`src/rtl/cpt_pkg.sv`:
```
// Constants, register map and types shared by the carrier timer files
package cpt_pkg;

    // ==========================================================
    // Register byte offsets on the Wishbone slave
    localparam logic [7:0] CPT_OFF_MODE = 8'h00;
    localparam logic [7:0] CPT_OFF_LOW  = 8'h04;
    localparam logic [7:0] CPT_OFF_HIGH = 8'h08;
    localparam logic [7:0] CPT_OFF_DUTY = 8'h0c;
    localparam logic [7:0] CPT_OFF_PORT = 8'h10;
    localparam logic [7:0] CPT_OFF_STAT = 8'h14;

    // ==========================================================
    // Field positions
    localparam int CPT_MODE_RUN_BIT   = 7;
    localparam int CPT_MODE_CKS_LSB   = 4;
    localparam int CPT_MODE_CSEL_BIT  = 0;
    localparam int CPT_PORT_DIR_BIT   = 0;
    localparam int CPT_PORT_LATCH_BIT = 1;
    localparam int CPT_STAT_OUT_BIT   = 0;
    localparam int CPT_STAT_PH_BIT    = 1;
    localparam int CPT_STAT_PEND_BIT  = 2;
    localparam int CPT_STAT_CNT_LSB   = 8;

    // ==========================================================
    // Values after reset
    localparam logic [7:0] CPT_RST_CMP   = 8'h00;
    localparam logic [2:0] CPT_RST_CKS   = 3'h0;
    localparam logic       CPT_RST_DIR   = 1'b1;
    localparam logic       CPT_RST_LATCH = 1'b0;

    // ==========================================================
    // Counts
    localparam logic [1:0] CPT_HIGH_LOAD_TICKS = 2'd3;
    localparam int         CPT_PRE_W           = 16;

    // Phase of the carrier waveform, one-hot
    typedef enum logic [1:0] {
        CPT_PH_LOW  = 2'b01,
        CPT_PH_HIGH = 2'b10
    } cpt_phase_t;

endpackage : cpt_pkg

```
`src/rtl/cpt_prescaler.sv`:
```
// Count-clock enable generator, divides the peripheral clock by a power of four
`timescale 1ns/1ps
module cpt_prescaler
    import cpt_pkg::*;
(
    // Clock and reset
    input  wire logic       mclk_i,
    input  wire logic       rstn_i,
    // Select and enable
    input  wire logic [2:0] cks_i,
    output logic            tick_o
);

    typedef struct packed {
        logic [CPT_PRE_W-1:0] div;
    } cpt_pre_state_t;

    cpt_pre_state_t        s;
    cpt_pre_state_t        next_s;
    logic [CPT_PRE_W-1:0]  mask;

    // ==========================================================
    // Free divider; tick when the selected low bits are all ones
    always_comb begin
        next_s     = s;
        next_s.div = s.div + 16'h0001;
        mask       = CPT_PRE_W'((32'h1 << {cks_i, 1'b0}) - 32'h1);
        tick_o     = &(s.div | ~mask); // see RL7
    end

    always_ff @(posedge mclk_i or negedge rstn_i) begin
        if (!rstn_i) begin
            s <= '0;
        end else begin
            s <= next_s;
        end
    end
endmodule : cpt_prescaler

```
`src/rtl/cpt_pin_mux.sv`:
```
// Output pin steering shared by the port latch and the timer output
`timescale 1ns/1ps
module cpt_pin_mux
    import cpt_pkg::*;
(
    // Port controls
    input  wire logic dir_i,
    input  wire logic latch_i,
    // Timer level
    input  wire logic tmr_i,
    // Pin drive
    output logic      pin_o,
    output logic      oe_o
);

    // ==========================================================
    // Direction 1 means input; latch must be 0 to pass the carrier
    always_comb begin
        oe_o  = ~dir_i;                      // see RL13
        pin_o = ~dir_i & (latch_i | tmr_i);  // see RL13
    end

endmodule : cpt_pin_mux

```
`src/rtl/cpt_carrier_timer.sv`:
```
// Carrier and PWM timer with Wishbone register slave and pin drive
`timescale 1ns/1ps
//
// Function
// RL1: Carrier period is low compare plus high compare plus two count clocks.
// RL2: Carrier high phase lasts high compare plus one count clocks.
// RL3: Carrier low phase lasts low compare plus one, alternating while running.
// RL4: Software rewrites high compare every time the timer restarts.
// RL5: Software keeps both carrier compares between 01h and ffh.
// RL6: A high compare write reaches the active compare after three count clocks.
// RL7: The operating clock is chosen by the three-bit count clock select.
// RL8: Software sets carrier mode select before starting, never while counting.
// RL9: Clearing the run bit stops counting.
// RL10: Software keeps count clock above six times the companion counter clock.
// RL11: Software leaves first timer mode bits alone while that timer runs.
// RL12: Software rewrites the PWM duty compare on every restart.
// RL13: Pin level depends on direction bit, latch bit and timer output.
module cpt_carrier_timer
    import cpt_pkg::*;
(
    // Clock and reset
    input  wire logic        mclk_i,
    input  wire logic        rstn_i,
    // Wishbone slave
    input  wire logic        wb_cyc_i,
    input  wire logic        wb_stb_i,
    input  wire logic        wb_we_i,
    input  wire logic [7:0]  wb_adr_i,
    input  wire logic [3:0]  wb_sel_i,
    input  wire logic [31:0] wb_dat_i,
    output logic      [31:0] wb_dat_o,
    output logic             wb_ack_o,
    // Timer output and pin
    output logic             carrier_o,
    output logic             pin_o,
    output logic             pin_oe_o
);

    typedef struct packed {
        logic        ack;
        logic [31:0] rdat;
        logic        run;
        logic [2:0]  cks;
        logic        csel;
        logic [7:0]  lowc;
        logic [7:0]  highc;
        logic [7:0]  pend;
        logic [1:0]  pcnt;
        logic [7:0]  mact;
        logic [7:0]  duty;
        logic [7:0]  cnt;
        cpt_phase_t  phase;
        logic        out;
        logic        dir;
        logic        latch;
        logic        pin;
        logic        pin_oe;
    } cpt_state_t;

    cpt_state_t  s;
    cpt_state_t  next_s;
    logic        tick;
    logic        req;
    logic        wr;
    logic        mode_wr;
    logic        high_wr;
    logic        cmp_wr;
    logic [7:0]  adr;
    logic [7:0]  wd;
    logic [31:0] rd;
    logic        mux_pin;
    logic        mux_oe;

    // ==========================================================
    // Sub-blocks
    cpt_prescaler u_pre (
        .mclk_i (mclk_i),
        .rstn_i (rstn_i),
        .cks_i  (s.cks),
        .tick_o (tick)
    );

    cpt_pin_mux u_pin (
        .dir_i   (s.dir),
        .latch_i (s.latch),
        .tmr_i   (s.out),
        .pin_o   (mux_pin),
        .oe_o    (mux_oe)
    );

    // ==========================================================
    // Bus decode; unmapped reads return zero, writes are dropped
    always_comb begin
        adr     = {wb_adr_i[7:2], 2'b00};
        wd      = wb_dat_i[7:0];
        req     = wb_cyc_i & wb_stb_i & ~s.ack;
        wr      = req & wb_we_i & wb_sel_i[0];
        mode_wr = wr & (adr == CPT_OFF_MODE);
        high_wr = wr & (adr == CPT_OFF_HIGH);
        cmp_wr  = wr & ((adr == CPT_OFF_LOW) | high_wr);
        case (adr)
            CPT_OFF_MODE: rd = {24'h0, s.run, s.cks, 3'h0, s.csel};
            CPT_OFF_LOW:  rd = {24'h0, s.lowc};
            CPT_OFF_HIGH: rd = {24'h0, s.highc};
            CPT_OFF_DUTY: rd = {24'h0, s.duty};
            CPT_OFF_PORT: rd = {30'h0, s.latch, s.dir};
            CPT_OFF_STAT: rd = {16'h0, s.cnt, 5'h0, (s.pcnt != 2'd0),
                                (s.phase == CPT_PH_HIGH), s.out};
            default:      rd = 32'h0;
        endcase
    end

    // ==========================================================
    // Next state: registers, load pipe, counter, pin
    always_comb begin
        next_s      = s;
        next_s.ack  = req;
        next_s.rdat = (req & ~wb_we_i) ? rd : 32'h0;

        // Register writes take effect with the ack edge
        if (mode_wr) begin
            next_s.run  = wd[CPT_MODE_RUN_BIT];
            next_s.cks  = wd[CPT_MODE_CKS_LSB +: 3];  // see RL7
            next_s.csel = wd[CPT_MODE_CSEL_BIT];
        end
        if (wr && adr == CPT_OFF_LOW) begin
            next_s.lowc = wd;
        end
        if (wr && adr == CPT_OFF_DUTY) begin
            next_s.duty = wd;
        end
        if (wr && adr == CPT_OFF_PORT) begin
            next_s.dir   = wd[CPT_PORT_DIR_BIT];
            next_s.latch = wd[CPT_PORT_LATCH_BIT];
        end

        // High compare passes a three-tick pipe before use
        if (high_wr) begin
            next_s.highc = wd;
            next_s.pend  = wd;
            next_s.pcnt  = CPT_HIGH_LOAD_TICKS;       // see RL6
        end else if (tick && s.pcnt != 2'd0) begin
            next_s.pcnt = s.pcnt - 2'd1;
            if (s.pcnt == 2'd1) begin
                next_s.mact = s.pend;                 // see RL6
            end
        end

        // Stopped timer holds a clean start point
        if (!next_s.run) begin
            next_s.cnt   = 8'h00;                     // see RL9
            next_s.phase = CPT_PH_LOW;
            next_s.out   = 1'b0;                      // see RL9
        end else if (tick && s.run) begin
            if (s.csel) begin
                case (s.phase) // see RL1
                    CPT_PH_LOW: begin
                        if (s.cnt >= s.lowc) begin    // see RL3
                            next_s.cnt   = 8'h00;
                            next_s.phase = CPT_PH_HIGH;
                            next_s.out   = 1'b1;
                        end else begin
                            next_s.cnt = s.cnt + 8'h01;
                        end
                    end
                    CPT_PH_HIGH: begin
                        // Greater-or-equal guards a compare shrunk mid-phase
                        if (s.cnt >= s.mact) begin    // see RL2
                            next_s.cnt   = 8'h00;
                            next_s.phase = CPT_PH_LOW;
                            next_s.out   = 1'b0;
                        end else begin
                            next_s.cnt = s.cnt + 8'h01;
                        end
                    end
                    default: begin
                        next_s.cnt   = 8'h00;
                        next_s.phase = CPT_PH_LOW;
                        next_s.out   = 1'b0;
                    end
                endcase
            end else begin
                // PWM: period low compare plus one, high for duty plus one
                next_s.cnt   = (s.cnt >= s.lowc) ? 8'h00 : s.cnt + 8'h01;
                next_s.out   = (next_s.cnt <= s.duty);
                next_s.phase = next_s.out ? CPT_PH_HIGH : CPT_PH_LOW;
            end
        end

        // Pin drive registered so outputs come from flops
        next_s.pin    = mux_pin;                      // see RL13
        next_s.pin_oe = mux_oe;
    end

    always_ff @(posedge mclk_i or negedge rstn_i) begin
        if (!rstn_i) begin
            s        <= '0;
            s.lowc   <= CPT_RST_CMP;
            s.highc  <= CPT_RST_CMP;
            s.pend   <= CPT_RST_CMP;
            s.mact   <= CPT_RST_CMP;
            s.duty   <= CPT_RST_CMP;
            s.cks    <= CPT_RST_CKS;
            s.phase  <= CPT_PH_LOW;
            s.dir    <= CPT_RST_DIR;
            s.latch  <= CPT_RST_LATCH;
        end else begin
            s <= next_s;
        end
    end

    // ==========================================================
    // Outputs
    assign wb_ack_o  = s.ack;
    assign wb_dat_o  = s.rdat;
    assign carrier_o = s.out;
    assign pin_o     = s.pin;
    assign pin_oe_o  = s.pin_oe;

    // ==========================================================
    // Checks; helper counts ticks between carrier rises
    logic [9:0] per_cnt;
    logic       per_ok;
    logic       out_d;

    always_ff @(posedge mclk_i or negedge rstn_i) begin
        if (!rstn_i) begin
            per_cnt <= 10'h000;
            per_ok  <= 1'b0;
            out_d   <= 1'b0;
        end else begin
            out_d <= s.out;
            if (!s.run || !s.csel || cmp_wr || s.pcnt != 2'd0) begin
                per_cnt <= 10'h000;
                per_ok  <= 1'b0;
            end else if (s.out && !out_d) begin
                per_cnt <= {9'h000, tick};
                per_ok  <= 1'b1;
            end else begin
                per_cnt <= per_cnt + {9'h000, tick};
            end
        end
    end
endmodule : cpt_carrier_timer

```
`config.mk`:
```
export PLATFORM = sky130hd
export DESIGN_NAME = cpt_carrier_timer
export DESIGN_NICKNAME = d
export VERILOG_FILES = /design/src/rtl/cpt_pkg.sv /design/src/rtl/cpt_prescaler.sv /design/src/rtl/cpt_pin_mux.sv /design/src/rtl/cpt_carrier_timer.sv
export SDC_FILE = /design/constraint.sdc
export NUM_CORES = 1
export LEC_CHECK = 0
export ABC_AREA = 0
export BUFFER_PORTS_ARGS = -buffer_cell sky130_fd_sc_hd__buf_2
export CORE_ASPECT_RATIO = 1.4
export CORE_MARGIN = 5
export CORE_UTILIZATION = 60
export DETAILED_ROUTE_END_ITERATION = 8
export GPL_TIMING_DRIVEN = 0
export PLACE_DENSITY = 0.95
export SLEW_MARGIN = 20
export SYNTH_ARGS = -nofsm -noshare
export SYNTH_HDL_FRONTEND = slang
export SYNTH_SLANG_ARGS = --single-unit
```
`constraint.sdc`:
```
create_clock -name mclk_i -period 8.8 [get_ports mclk_i]
set_input_delay 0.44 -clock mclk_i [delete_from_list [all_inputs] [get_ports mclk_i]]
set_output_delay 0.44 -clock mclk_i [all_outputs]
set_load 0.005 [all_outputs]
```
== After elaboration in Yosys (flattened, before gate mapping) ==
Index checks and enable logic that the tools add are counted.
Storage, ports and cells
  flip-flop bits (word level): 103
  output and inout bits: 36
  input bits: 49
  logic and storage cells: 78
Cells by class
  $add $sub $neg: 4
  bitwise logic cells: 15
  reduce and logical (&&, ||, !) cells: 11
  magnitude comparators: 3
  shift-type cells: 1
  mux-type cells: 15
  eq/ne operators: 11
Operator list (number)
  16-bit case mux with 6 select lines: 1
  11-bit 2-to-1 mux: 3
  32-bit 2-to-1 mux: 1
  8-bit 2-to-1 mux: 3
  11-bit case mux with 2 select lines: 1
  16-bit by 1-bit adder with 16-bit output (second input constant): 1
  8-bit greater-or-equal comparator: 2
  16-bit inverter: 1
  16-bit OR: 1
  16-bit AND reduction: 1
  1-bit by 4-bit << shifter with 16-bit output (first input constant): 1
  16-bit by 1-bit subtractor with 16-bit output (second input constant): 1
  6-bit by 2-bit equality test with 1-bit output (second input constant): 2
  6-bit by 3-bit equality test with 1-bit output (second input constant): 2
  10-bit 2-to-1 mux: 1
  8-bit by 1-bit adder with 8-bit output (second input constant): 1
  1-bit bitwise AND: 8
  8-bit less-or-equal comparator: 1
  6-bit by 1-bit equality test with 1-bit output (second input constant): 1
  6-bit logical NOT: 1
  3-bit 2-to-1 mux: 2
  3-bit AND reduction: 2
  1-bit logical AND: 5
  5-bit 2-to-1 mux: 1
  other kinds (10): 16

== Depth between registers and ports, before layout ==
Gate-level depths: netlist (run 1).
  depth after elaboration: 8
  mapped depth: 13
  depth with buffers taken out: 13

== Cells and area by module ==
A second synthesis (run 1) with hierarchy kept.
Unflattened totals
  cells, all modules: 453
  area, all modules: 4892.2 µm²
Modules (own cells, without submodules)
  cpt_carrier_timer: times used 1, seq. area each 1754.2 µm², area each 4026.4 µm², cells each 368
  cpt_prescaler: times used 1, seq. area each 400.4 µm², area each 852.1 µm², cells each 83
  cpt_pin_mux: times used 1, seq. area each 0.0 µm², area each 13.8 µm², cells each 2

== Worst setup path after synthesis (run 1) ==
Ideal clock, no wire load.
  kind: reg-to-reg
  start: register s[11] in the netlist's numbering
  end: register s[6] in the netlist's numbering
  path buffers: 0
  data arrival time: 2.986 ns
  stages on the path, launching flop included: 13
  clock period less this slack: 3.051 ns
  setup time: 0.065 ns
  path slack: 5.749 ns
  required time: 8.735 ns
  cell sequence: dfrtp_1 > ha_1 > o21a_1 > a21oi_1 > o31ai_1 > nor2_1 > ha_1 > nor2b_1 > o211ai_1 > a21oi_1 > a2111oi_0 > o221a_2 > mux2_2
On the way
  longest elaborated chain between the ends: 7
  elaborated cells on any way between the ends: 12
  those cells by class: add/sub: 1; order compare: 3; eq/ne: 2; mux: 5; reduce/logical: 1
RTL lines
  from (decl): RTL line cpt_carrier_timer.sv:60  | cpt_state_t s;
  from (signal assigned): RTL line cpt_carrier_timer.sv:208  | s <= next_s;
  8-bit by 1-bit adder with 8-bit output / 8-bit greater-or-equal comparator (equally long branches): RTL line cpt_carrier_timer.sv:184, cpt_carrier_timer.sv:158
  8-bit 2-to-1 mux: RTL line cpt_carrier_timer.sv:184  | next_s.cnt = (s.cnt >= s.lowc) ? 8'h00 : s.cnt + 8'h01;
  8-bit less-or-equal comparator: RTL line cpt_carrier_timer.sv:185  | next_s.out = (next_s.cnt <= s.duty);
  2-bit 2-to-1 mux: RTL line cpt_carrier_timer.sv:186  | next_s.phase = next_s.out ? CPT_PH_HIGH : CPT_PH_LOW;
  11-bit 2-to-1 mux: RTL line cpt_carrier_timer.sv:155  | if (s.csel) begin
  11-bit 2-to-1 mux: RTL line cpt_carrier_timer.sv:154  | end else if (tick && s.run) begin
  11-bit 2-to-1 mux: RTL line cpt_carrier_timer.sv:150  | if (!next_s.run) begin
Several ways; a longest one is shown, not always the timed one. The select of a mux whose other input is x is not followed.
A chain may end at the register's enable or synchronous reset.

== Final worst setup path (run 1) ==
  start: register s[7] in the netlist's numbering
  end: register s[6] in the netlist's numbering
Same word-level chain as after synthesis.

==> results.yml, run 1 <==
clock_tree:
  numCtsBuffers: 9
  clk_latency_ns: 0.34
  cts_resized: 0
  cts_setup_buffers: 0
  cts.path.max_buffers: 2
  numClockSinks: 86
  cts.reportedPaths.clkPinSlew_ns: 0.06
  htree_levels: 3
  root_buffer: "clkbuf_16"
  cts_tree: "yes"
  hold_buffers: 0
synthesis:
  yosysSeqAreaShare: 0.435
  synth_ff_type: "dfrtp_1"
  synthArstFlopShare: 1.00
  yosys_warnings: 0
  synth_area_um2: 4950
  synth_cell_types: 64
  netlist_instances: 469
  synth_seq_cells: 86
  synth-edff-count: 0
  avgSynthCellArea_um2: 10.6
power_and_ir_drop:
  clockPowerShare: 0.397
  p_sw_uw: 242
  combinationalPowerShare: 0.143
  pwr_density_cell_nw_per_um2: 161
  ir_drop_mv: 0.0945
  intPower_uw: 664
  p_sw_frac: 0.267
  share_seq_of_total_power: 0.460
  power_leakage_nw: 2.81
global_route:
  met1_usage: 0.254
  antenna_found_initial: 1
  top_usage_layer: "met2"
  grtUsageTotal: 0.248
  grt_max_degree: 50
  grt-ovfl-total: 0
  grt_pass1_wl_um: 19800
  grtUsageMet3: 0.0413
  use_met2: 0.439
  grt_pass1_vias: 4161
floorplanning:
  rows: 39
  ios: 85
  die_area_um2: 10200
  core_area_um2: 8100
  die_w_um: 86.8
  initial_core_util: 0.611
  die_height_um: 117
timing:
  relSlewSlack: 0.453
  min_period_ns: 3.47
  fin_worst_skew_ns: 0.00840
  rsz0062_at_grt: "no"
  fmax_ghz: 0.288
  setup_violations: 0
  tns_ns: 0
  hold_viol_final: 0
  slew_viol_final: 0
  hold_ws_ns: 0.0689
  setup_ws_ns: 5.33
  worst_pin_slew_ns: 0.817
  period_share: 0.394
critical_path:
  critPathRequiredTime_ns: 9.08
  cp-end-kind: "flip-flop"
  rr_worst_depth: 13
  cp.arrival_ns: 3.75
  worstSetupPathType: "flip-flop to flip-flop"
  start_kind: "flip-flop"
  cp_max_fo: 10
hold_path:
  hold_path.class: "input pin to asynchronous set/reset pin"
finish:
  drive_gt1_frac: 0.272
  n_fill_cell: 560
  layout.nets: 613
  final_cell_mix: "dfrtp_1 (84), inv_1 (42), mux2_2 (39)"
  layout_commonest_cell: "dfrtp_1"
  utilization: 0.696
  synthToLayoutAreaGrowth_pct: 13.9
  instances_no_fill: 640
route:
  drtPass1Iterations: 6
  antenna_left: 0
  drc: 0
  wire_per_inst_um: 18.8
  via_count: 3885
  wl_um: 12100
  drt_iter0_drc: 347
  avgViaCountPerCell: 6.07
placement:
  place.gp.congestion: 0.940
  post-dp-hpwl_um: 8830
  port_buffers: 36
  dp_slack_ns: 5.16
  dpl.cell_count: 623
run:
  cap_violations: 0
outcome:
  status: "completed"
-- cells in the mapped netlist, drive strengths merged (3+ instances only) --
cell type / n / share of area
ha: 32 / 0.081
a21oi: 11 / 0.011
or3: 6 / 0.0086
o21a: 3 / 0.0046
and2: 5 / 0.0063
xor2: 5 / 0.0088
a21o: 6 / 0.0094
buf: 36 / 0.055
nand4: 7 / 0.0088
clkbuf: 10 / 0.0076
o32ai: 3 / 0.0053
mux2i: 3 / 0.0061
dfrtp: 84 / 0.42
a41o: 3 / 0.0061
nor2b: 12 / 0.015
a22oi: 3 / 0.0046
inv: 42 / 0.032
o211ai: 5 / 0.0086
nand3: 16 / 0.016
nand2: 26 / 0.020
o221a: 3 / 0.0068
nor2: 27 / 0.020
nor3: 11 / 0.011
mux4: 4 / 0.019
nand2b: 4 / 0.0051
xnor2: 15 / 0.027
mux2: 39 / 0.089
o21ai: 11 / 0.011
-- power groups by stage --
stage	registers [mW]	clock network [mW]	logic [mW]
after floorplan	0.421	0	0.0874
after global placement	0.423	0	0.117
after detailed placement	0.424	0	0.127
after CTS	0.417	0.363	0.128
after global routing	0.417	0.378	0.144
final	0.417	0.360	0.129
-- worst max-delay path, stage by stage (launching register included) --
cell	delay (ns)
dfrtp_1	0.39
inv_1	0.15
ha_1	0.32
nand2b_1	0.10
a21oi_1	0.12
o31ai_2	0.64
nor2_1	0.13
ha_1	0.32
nor2b_1	0.13
o211ai_1	0.16
a21oi_1	0.09
a2111oi_0	0.42
o221a_2	0.29
mux2_2	0.15
-- logic make-up after synthesis --
family                   after synthesis  synth area share
AND/OR/NAND/NOR                      128             0.138
flip-flops                            86             0.435
AO/OA/AOI/OAI                         68             0.101
adder cells (fa/ha/maj)               32            0.0809
buffers and inverters                 88            0.0943
XOR/XNOR                              20            0.0354
multiplexers                          46             0.114
other                                  1          0.000758
-- registers in the layout, summed over array words and instances (netlist names) --
| name | flops |
|---|---|
| s | 51 |
| wb_dat_o | 16 |
| pin_oe_o | 1 |
| wb_ack_o | 1 |
| u_pre.s | 16 |
| pin_o | 1 |
-- per-stage QoR --
stage | total power, mW | instance area (µm²)
3_5_place_dp | 0.550 | 5340
4_1_cts | 0.908 | 5630
3_3_place_gp | 0.539 | 5310
6_report | 0.906 | 5640
2_1_floorplan | 0.509 | 5000
5_1_grt | 0.940 | 5640
-- cell type report --
cell class,count,area (µm²),share of cell area
Sequential cell,86,2150,0.382
Buffer,46,309,0.0548
Clock inverter,6,46.3,0.00821
Multi-Input combinational cell,310,2390,0.424
Inverter,42,158,0.0280
Tap cell,102,128,0.0226
Antenna cell,1,2.50,0.000444
Timing Repair Buffer,37,210,0.0373
Clock buffer,10,239,0.0424
-- routing by layer --
layer	share of wire	wire length (µm)
met5	0	0
met4	0.065	782
met3	0.054	653
met2	0.54	6490
met1	0.34	4130
-- final timing paths --
path	startpoint	end	slack [ns]
setup / recovery	s[7]	s[6]	5.33
hold / removal	rstn_i	u_pre.s[10]	0.07
setup reg to reg	s[7]	s[6]	5.33
hold reg to reg	u_pre.s[0]	u_pre.s[0]	0.47
max in group asynchronous	rstn_i	s[5]	8.07
min in group mclk_i	wb_dat_i[2]	s[17]	0.36
Power figures use the tool's default switching activity.
==> run 2, diff against run 1 <==
CORE_UTILIZATION = 51   (was 60)
PLACE_DENSITY = 0.87   (was 0.95)
clock period = 2.9 ns   (was 8.8 ns; I/O delays follow)
==> run 2 against run 1 <==
  * The flow now finishes with violations (negative setup slack)
  * Sequential power rose to 3.0 times the previous value
  * Clock skew increased by 0.0015 ns
  * Fmax rose by 15%
  * Sequential cell count stayed put
  * Die area up 16%
  * Combinational power increased to 3.8 times the previous value
  * Largest cell class unchanged
  * Critical path depth is 2 lower
  * First-iteration DRC count rose by 4.6%
  * Final cell count is 3.6% higher
==> results.yml, run 2 (synthesis gave the netlist of run 1 again) <==
floorplanning:
  die_w_um: 93.3
  ios: 85
  initial_core_util: 0.523
  core_area_um2: 9460
  die_area_um2: 11800
  die_height_um: 127
  rows: 42
power_and_ir_drop:
  p_sw_uw: 767
  combinationalPowerShare: 0.172
  share_seq_of_total_power: 0.445
  clockPowerShare: 0.383
  intPower_mw: 2.08
  power_leakage_nw: 2.92
  ir_drop_mv: 0.309
  pwr_density_cell_nw_per_um2: 479
  p_sw_frac: 0.270
critical_path:
  cp-endpoint: "s[6]"
  r2r-end: "s[6]"
  r2r_slack_ns: -0.11
  start_kind: "flip-flop"
  rr_worst_depth: 11
  rr_startpoint: "s[13]"
  cp-end-kind: "flip-flop"
  cp_max_fo: 8
  cp.arrival_ns: 3.24
  worstSetupStartpoint: "s[13]"
  worstSetupPathType: "flip-flop to flip-flop"
  critPathRequiredTime_ns: 3.13
finish:
  largest_reg_flops: 51
  regMostFlops: "s"
  drive_gt1_frac: 0.329
  layout.nets: 629
  final_area_um2: 5940
  final_cell_mix: "dfrtp_1 (80), buf_4 (46), inv_1 (42)"
  layout_commonest_cell: "dfrtp_1"
  synthToLayoutAreaGrowth_pct: 20.0
  instances_no_fill: 663
  n_fill_cell: 692
  n_antenna_cell: 0
run:
  cap_violations: 0
timing:
  rsz0062_at_grt: "yes"
  slew_viol_final: 0
  worst_pin_slew_ns: 0.886
  tns_ns: -0.241
  fin_worst_skew_ns: 0.00990
  min_period_ns: 3.01
  relSlewSlack: 0.407
  hold_viol_final: 0
  setup_violations: 9
  fmax_ghz: 0.332
  setup_ws_ns: -0.111
  period_share: 1.04
route:
  via_count: 3945
  avgViaCountPerCell: 5.95
  drtPass1Iterations: 7
  wl_um: 12200
  drt_iter0_drc: 363
  drc: 0
  wire_per_inst_um: 18.5
  antenna_left: 0
clock_tree:
  cts.path.max_buffers: 2
  numCtsBuffers: 9
  cts.reportedPaths.clkPinSlew_ns: 0.06
  root_buffer: "clkbuf_16"
  cts_tree: "yes"
  numClockSinks: 86
  clk_latency_ns: 0.35
  htree_levels: 3
global_route:
  grtUsageTotal: 0.202
  grt_pass1_wl_um: 18900
  antenna_found_initial: 0
  grt_pass1_vias: 4081
  grt-ovfl-total: 0
  grt_max_degree: 58
placement:
  port_buffers: 36
  placedInstanceArea_um2: 5360
  dpl.cell_count: 631
  dp_slack_ns: -0.300
  place.gp.congestion: 0.961
  post-dp-hpwl_um: 8300
outcome:
  status: "complete, but fails checks"
  violations: "negative setup slack"
hold_path:
  hold_path.class: "input pin to flip-flop"
[run 2: layer usage]
| metal | wire length (µm) | track usage | vias up |
|---|---|---|---|
| li1 | - | - | 1766 |
| met1 | 4400 | 0.214 | 1948 |
| met2 | 6560 | 0.362 | 176 |
| met3 | 627 | 0.0397 | 55 |
| met4 | 650 | 0.124 | 0 |
| met5 | 0 | 0 | - |
[run 2: cell type report]
type	count	area (µm²)	area share
clock buffer	12	246	0.0415
buffer	46	310	0.0522
multi-input combinational	310	2560	0.431
timing repair buffer	53	340	0.0573
clock inverter	4	30.0	0.00506
tap	110	138	0.0232
sequential	86	2160	0.364
inverter	42	158	0.0265
[run 2: what timing repair did]
action                                 CTS  global route
resized for setup                       17            27
buffers inserted                         8             7
endpoints found under the hold margin   29             0
setup endpoints to repair               14            16
hold buffers                             1             0
pin swaps                                6             9
[run 2: power by group through the flow]
stage               Clock (mW)  Combinational, mW  Sequential, mW
finish                    1.09              0.488            1.27
global route              1.16              0.530            1.27
global placement             0              0.352            1.28
CTS                       1.10              0.425            1.26
detailed placement           0              0.379            1.29
floorplan                    0              0.266            1.28
[run 2: metrics by stage]
step,util,hold WS [ns],power (mW)
global route,0.628,0.0839,2.95
global placement,0.563,0.413,1.64
CTS,0.609,0.0679,2.79
finish,0.628,0.0703,2.84
floorplan,-,-0.151,1.54
detailed placement,0.566,0.105,1.66
[run 2: how the worst min path moves through the flow]
stage	startpoint	endpoint	slack [ns]	cells after the start
floorplan	rstn_i	pin_o	-0.15	0
global placement	wb_dat_i[2]	s[51]	0.41	2
detailed placement	rstn_i	pin_oe_o	0.11	1
CTS	wb_dat_i[6]	s[21]	0.07	2
global route	wb_dat_i[6]	s[21]	0.08	2
finish	wb_dat_i[6]	s[21]	0.07	2
[run 2: worst max-delay path, stage by stage, from the launching register on]
cell and delay, ns:
dfrtp_1 0.48, ha_1 0.37, nand3_1 0.15, o31ai_4 0.42
buf_4 0.19, a21oi_1 0.04, ha_1 0.34, nand4_1 0.16
a21oi_2 0.16, a2111oi_2 0.06, o221a_2 0.25, mux2_2 0.26
==> run 3, diff against run 2 <==
CAP_MARGIN = 20   (was unset)
CORE_ASPECT_RATIO = 2   (was 1.4)
PLACE_DENSITY = 0.88   (was 0.87)
SYNTH_HIERARCHICAL = 1   (was unset)
==> run 3 against run 2 <==
  * Register-to-register slack improved by 0.13 ns
  * Die area decreased by 0.26%
  * Largest cell class unchanged
  * Sequential cell count unchanged
  * Clock skew decreased by 0.0014 ns
  * Sequential share of layout area increased by 0.10 points
  * The flow now finishes without violations
==> results.yml, run 3 <==
timing:
  rsz0062_at_grt: "yes"
  worst_pin_slew_ns: 0.668
  setup_violations: 0
  hold_ws_ns: 0.0636
  hold_viol_final: 0
  relSlewSlack: 0.555
  slew_viol_final: 0
  period_share: 0.994
  tns_ns: 0
  fmax_ghz: 0.347
  min_period_ns: 2.88
  fin_worst_skew_ns: 0.00852
  setup_ws_ns: 0.0172
critical_path:
  start_kind: "flip-flop"
  rr_worst_depth: 11
  r2r-end: "s[23]"
  cp.arrival_ns: 3.11
  cp-end-kind: "flip-flop"
  r2r_slack_ns: 0.02
  rr_startpoint: "s[58]"
  path_cells: "buf_6 > nand2_1 > ha_4 > or3_1 > a21oi_1 > a2111o_1 > a2111oi_4 > nor2b_4 > and3_1 > buf_4 > mux2_4"
  worstSetupPathType: "flip-flop to flip-flop"
  cp_max_fo: 7
  worstSetupStartpoint: "s[58]"
  slowest_stage: "a2111oi_4"
  slowest_delay_ns: 0.49
  critPathRequiredTime_ns: 3.13
clock_tree:
  numCtsBuffers: 9
  cts_tree: "yes"
  cts.reportedPaths.clkPinSlew_ns: 0.06
  numClockSinks: 86
  clk_latency_ns: 0.35
  cts.path.max_buffers: 2
  htree_levels: 3
  root_buffer: "clkbuf_16"
global_route:
  met1_usage: 0.225
  top_usage_layer: "met2"
  grt-ovfl-total: 0
  antenna_found_initial: 0
  grt_pass1_wl_um: 20100
  grt_max_degree: 47
  grt_pass1_vias: 4071
  grtUsageTotal: 0.223
  use_met2: 0.395
  grtUsageMet3: 0.0448
floorplanning:
  die_area_um2: 11800
  die_w_um: 79.3
  core_area_um2: 9380
  rows: 50
  initial_core_util: 0.521
  die_height_um: 149
  ios: 85
synthesis:
  yosys_warnings: 6
  ys_top_cells_by_count: "dfrtp_1 (84), nand2_1 (38), inv_1 (36)"
  synth_area_um2: 4890
  synth-edff-count: 0
  avgSynthCellArea_um2: 10.8
  synth_area_leaders: "dfrtp_1 (43%), ha_1 (8.2%), mux2_2 (7.8%)"
  yosysSeqAreaShare: 0.440
  synth_cell_types: 72
  netlist_instances: 453
  synthArstFlopShare: 1.00
  synth.largest_area_cell: "dfrtp_1"
  synth_seq_cells: 86
  synth_most_common_cell: "dfrtp_1"
  yosysTopAreaCellShare: 0.430
  synth_ff_type: "dfrtp_1"
hold_path:
  holdCritStartpoint: "wb_dat_i[2]"
  min_to: "s[17]"
  hold_path.class: "input pin to flip-flop"
  hold_path_depth: 2
finish:
  final_area_um2: 5940
  final_cell_mix: "dfrtp_1 (76), buf_4 (52), buf_2 (38)"
  regMostFlops: "s"
  drive_gt1_frac: 0.384
  n_fill_cell: 703
  layout_commonest_cell: "dfrtp_1"
  synthToLayoutAreaGrowth_pct: 21.4
  n_antenna_cell: 0
  layout.nets: 618
  seqCellArea_um2: 2160
  instances_no_fill: 646
  largest_reg_flops: 51
  multiInputGateArea_um2: 2540
placement:
  port_buffers: 38
  place.gp.congestion: 0.867
  placedInstanceArea_um2: 5310
  dpl.cell_count: 611
  dp_slack_ns: -0.362
  post-dp-hpwl_um: 8720
power_and_ir_drop:
  power_leakage_nw: 2.94
  ir_drop_mv: 0.521
  pwr_density_cell_nw_per_um2: 486
route:
  drt_iter0_drc: 220
  wl_um: 12900
  drc: 0
  drtPass1Iterations: 5
  wire_per_inst_um: 19.9
  antenna_left: 0
  via_count: 3821
  avgViaCountPerCell: 5.91
run:
  cap_violations: 0
outcome:
  status: "completed"
## run 3: report_power, final
| part | switching, mW | internal [mW] |
|---|---|---|
| Combinational | 0.248 | 0.193 |
| Clock | 0.482 | 0.691 |
| Sequential | 0.0290 | 1.24 |
| Total | 0.759 | 2.13 |
## run 3: kinds of logic after synthesis
logic type,synth area share
other,0.000767
and+or+nand+nor,0.146
buffers and inverters,0.0885
AOI/OAI and AO/OA,0.103
xor gates and xnor gates,0.0304
adders and majority gates,0.0818
DFF,0.440
muxes,0.108
## run 3: area by class of cell
cell class | instances | share of cell area
flip-flops and latches | 86 | 0.365
repair buffers | 58 | 0.0615
inverters | 36 | 0.0228
clock inverters | 5 | 0.00948
well taps | 104 | 0.0219
clock buffers | 11 | 0.0409
multi-input cells | 306 | 0.428
plain buffers | 40 | 0.0506
## run 3: timing repair
item	in CTS	in global routing
setup buffers	10	8
gates resized for setup	18	22
hold endpoints to repair	40	0
endpoints found under the setup margin	18	18
hold buffers	1	0
pin swaps	4	18
## run 3: metrics by stage
stage / util / total power, mW
floorplan: - / 1.54
global placement: 0.563 / 1.64
detailed placement: 0.566 / 1.66
CTS: 0.614 / 2.86
global route: 0.633 / 3.00
finish: 0.633 / 2.89
## run 3: routing by layer
| layer | vias up | part of all wire |
|---|---|---|
| met2 | 178 | 0.54 |
| met3 | 77 | 0.052 |
| met1 | 1859 | 0.33 |
| met4 | 0 | 0.076 |
| li1 | 1707 | - |
| met5 | - | 0 |
## run 3: worst max path at each step
stage | to | cells after the start
final | s[23] | 11
after global routing | s[6] | 12
after CTS | s[6] | 11
after detailed placement | s[23] | 11
after global placement | s[23] | 11
after floorplan | s[23] | 11
## run 3: critical path, delay by kind of cell, from the launching register on
kind	cells	cell delay, ns
AOI/OAI and AO/OA	3	0.94
DFF	1	0.42
muxes	1	0.30
buffers and inverters	2	0.30
and+or+nand+nor	4	0.61
adders and majority gates	1	0.19
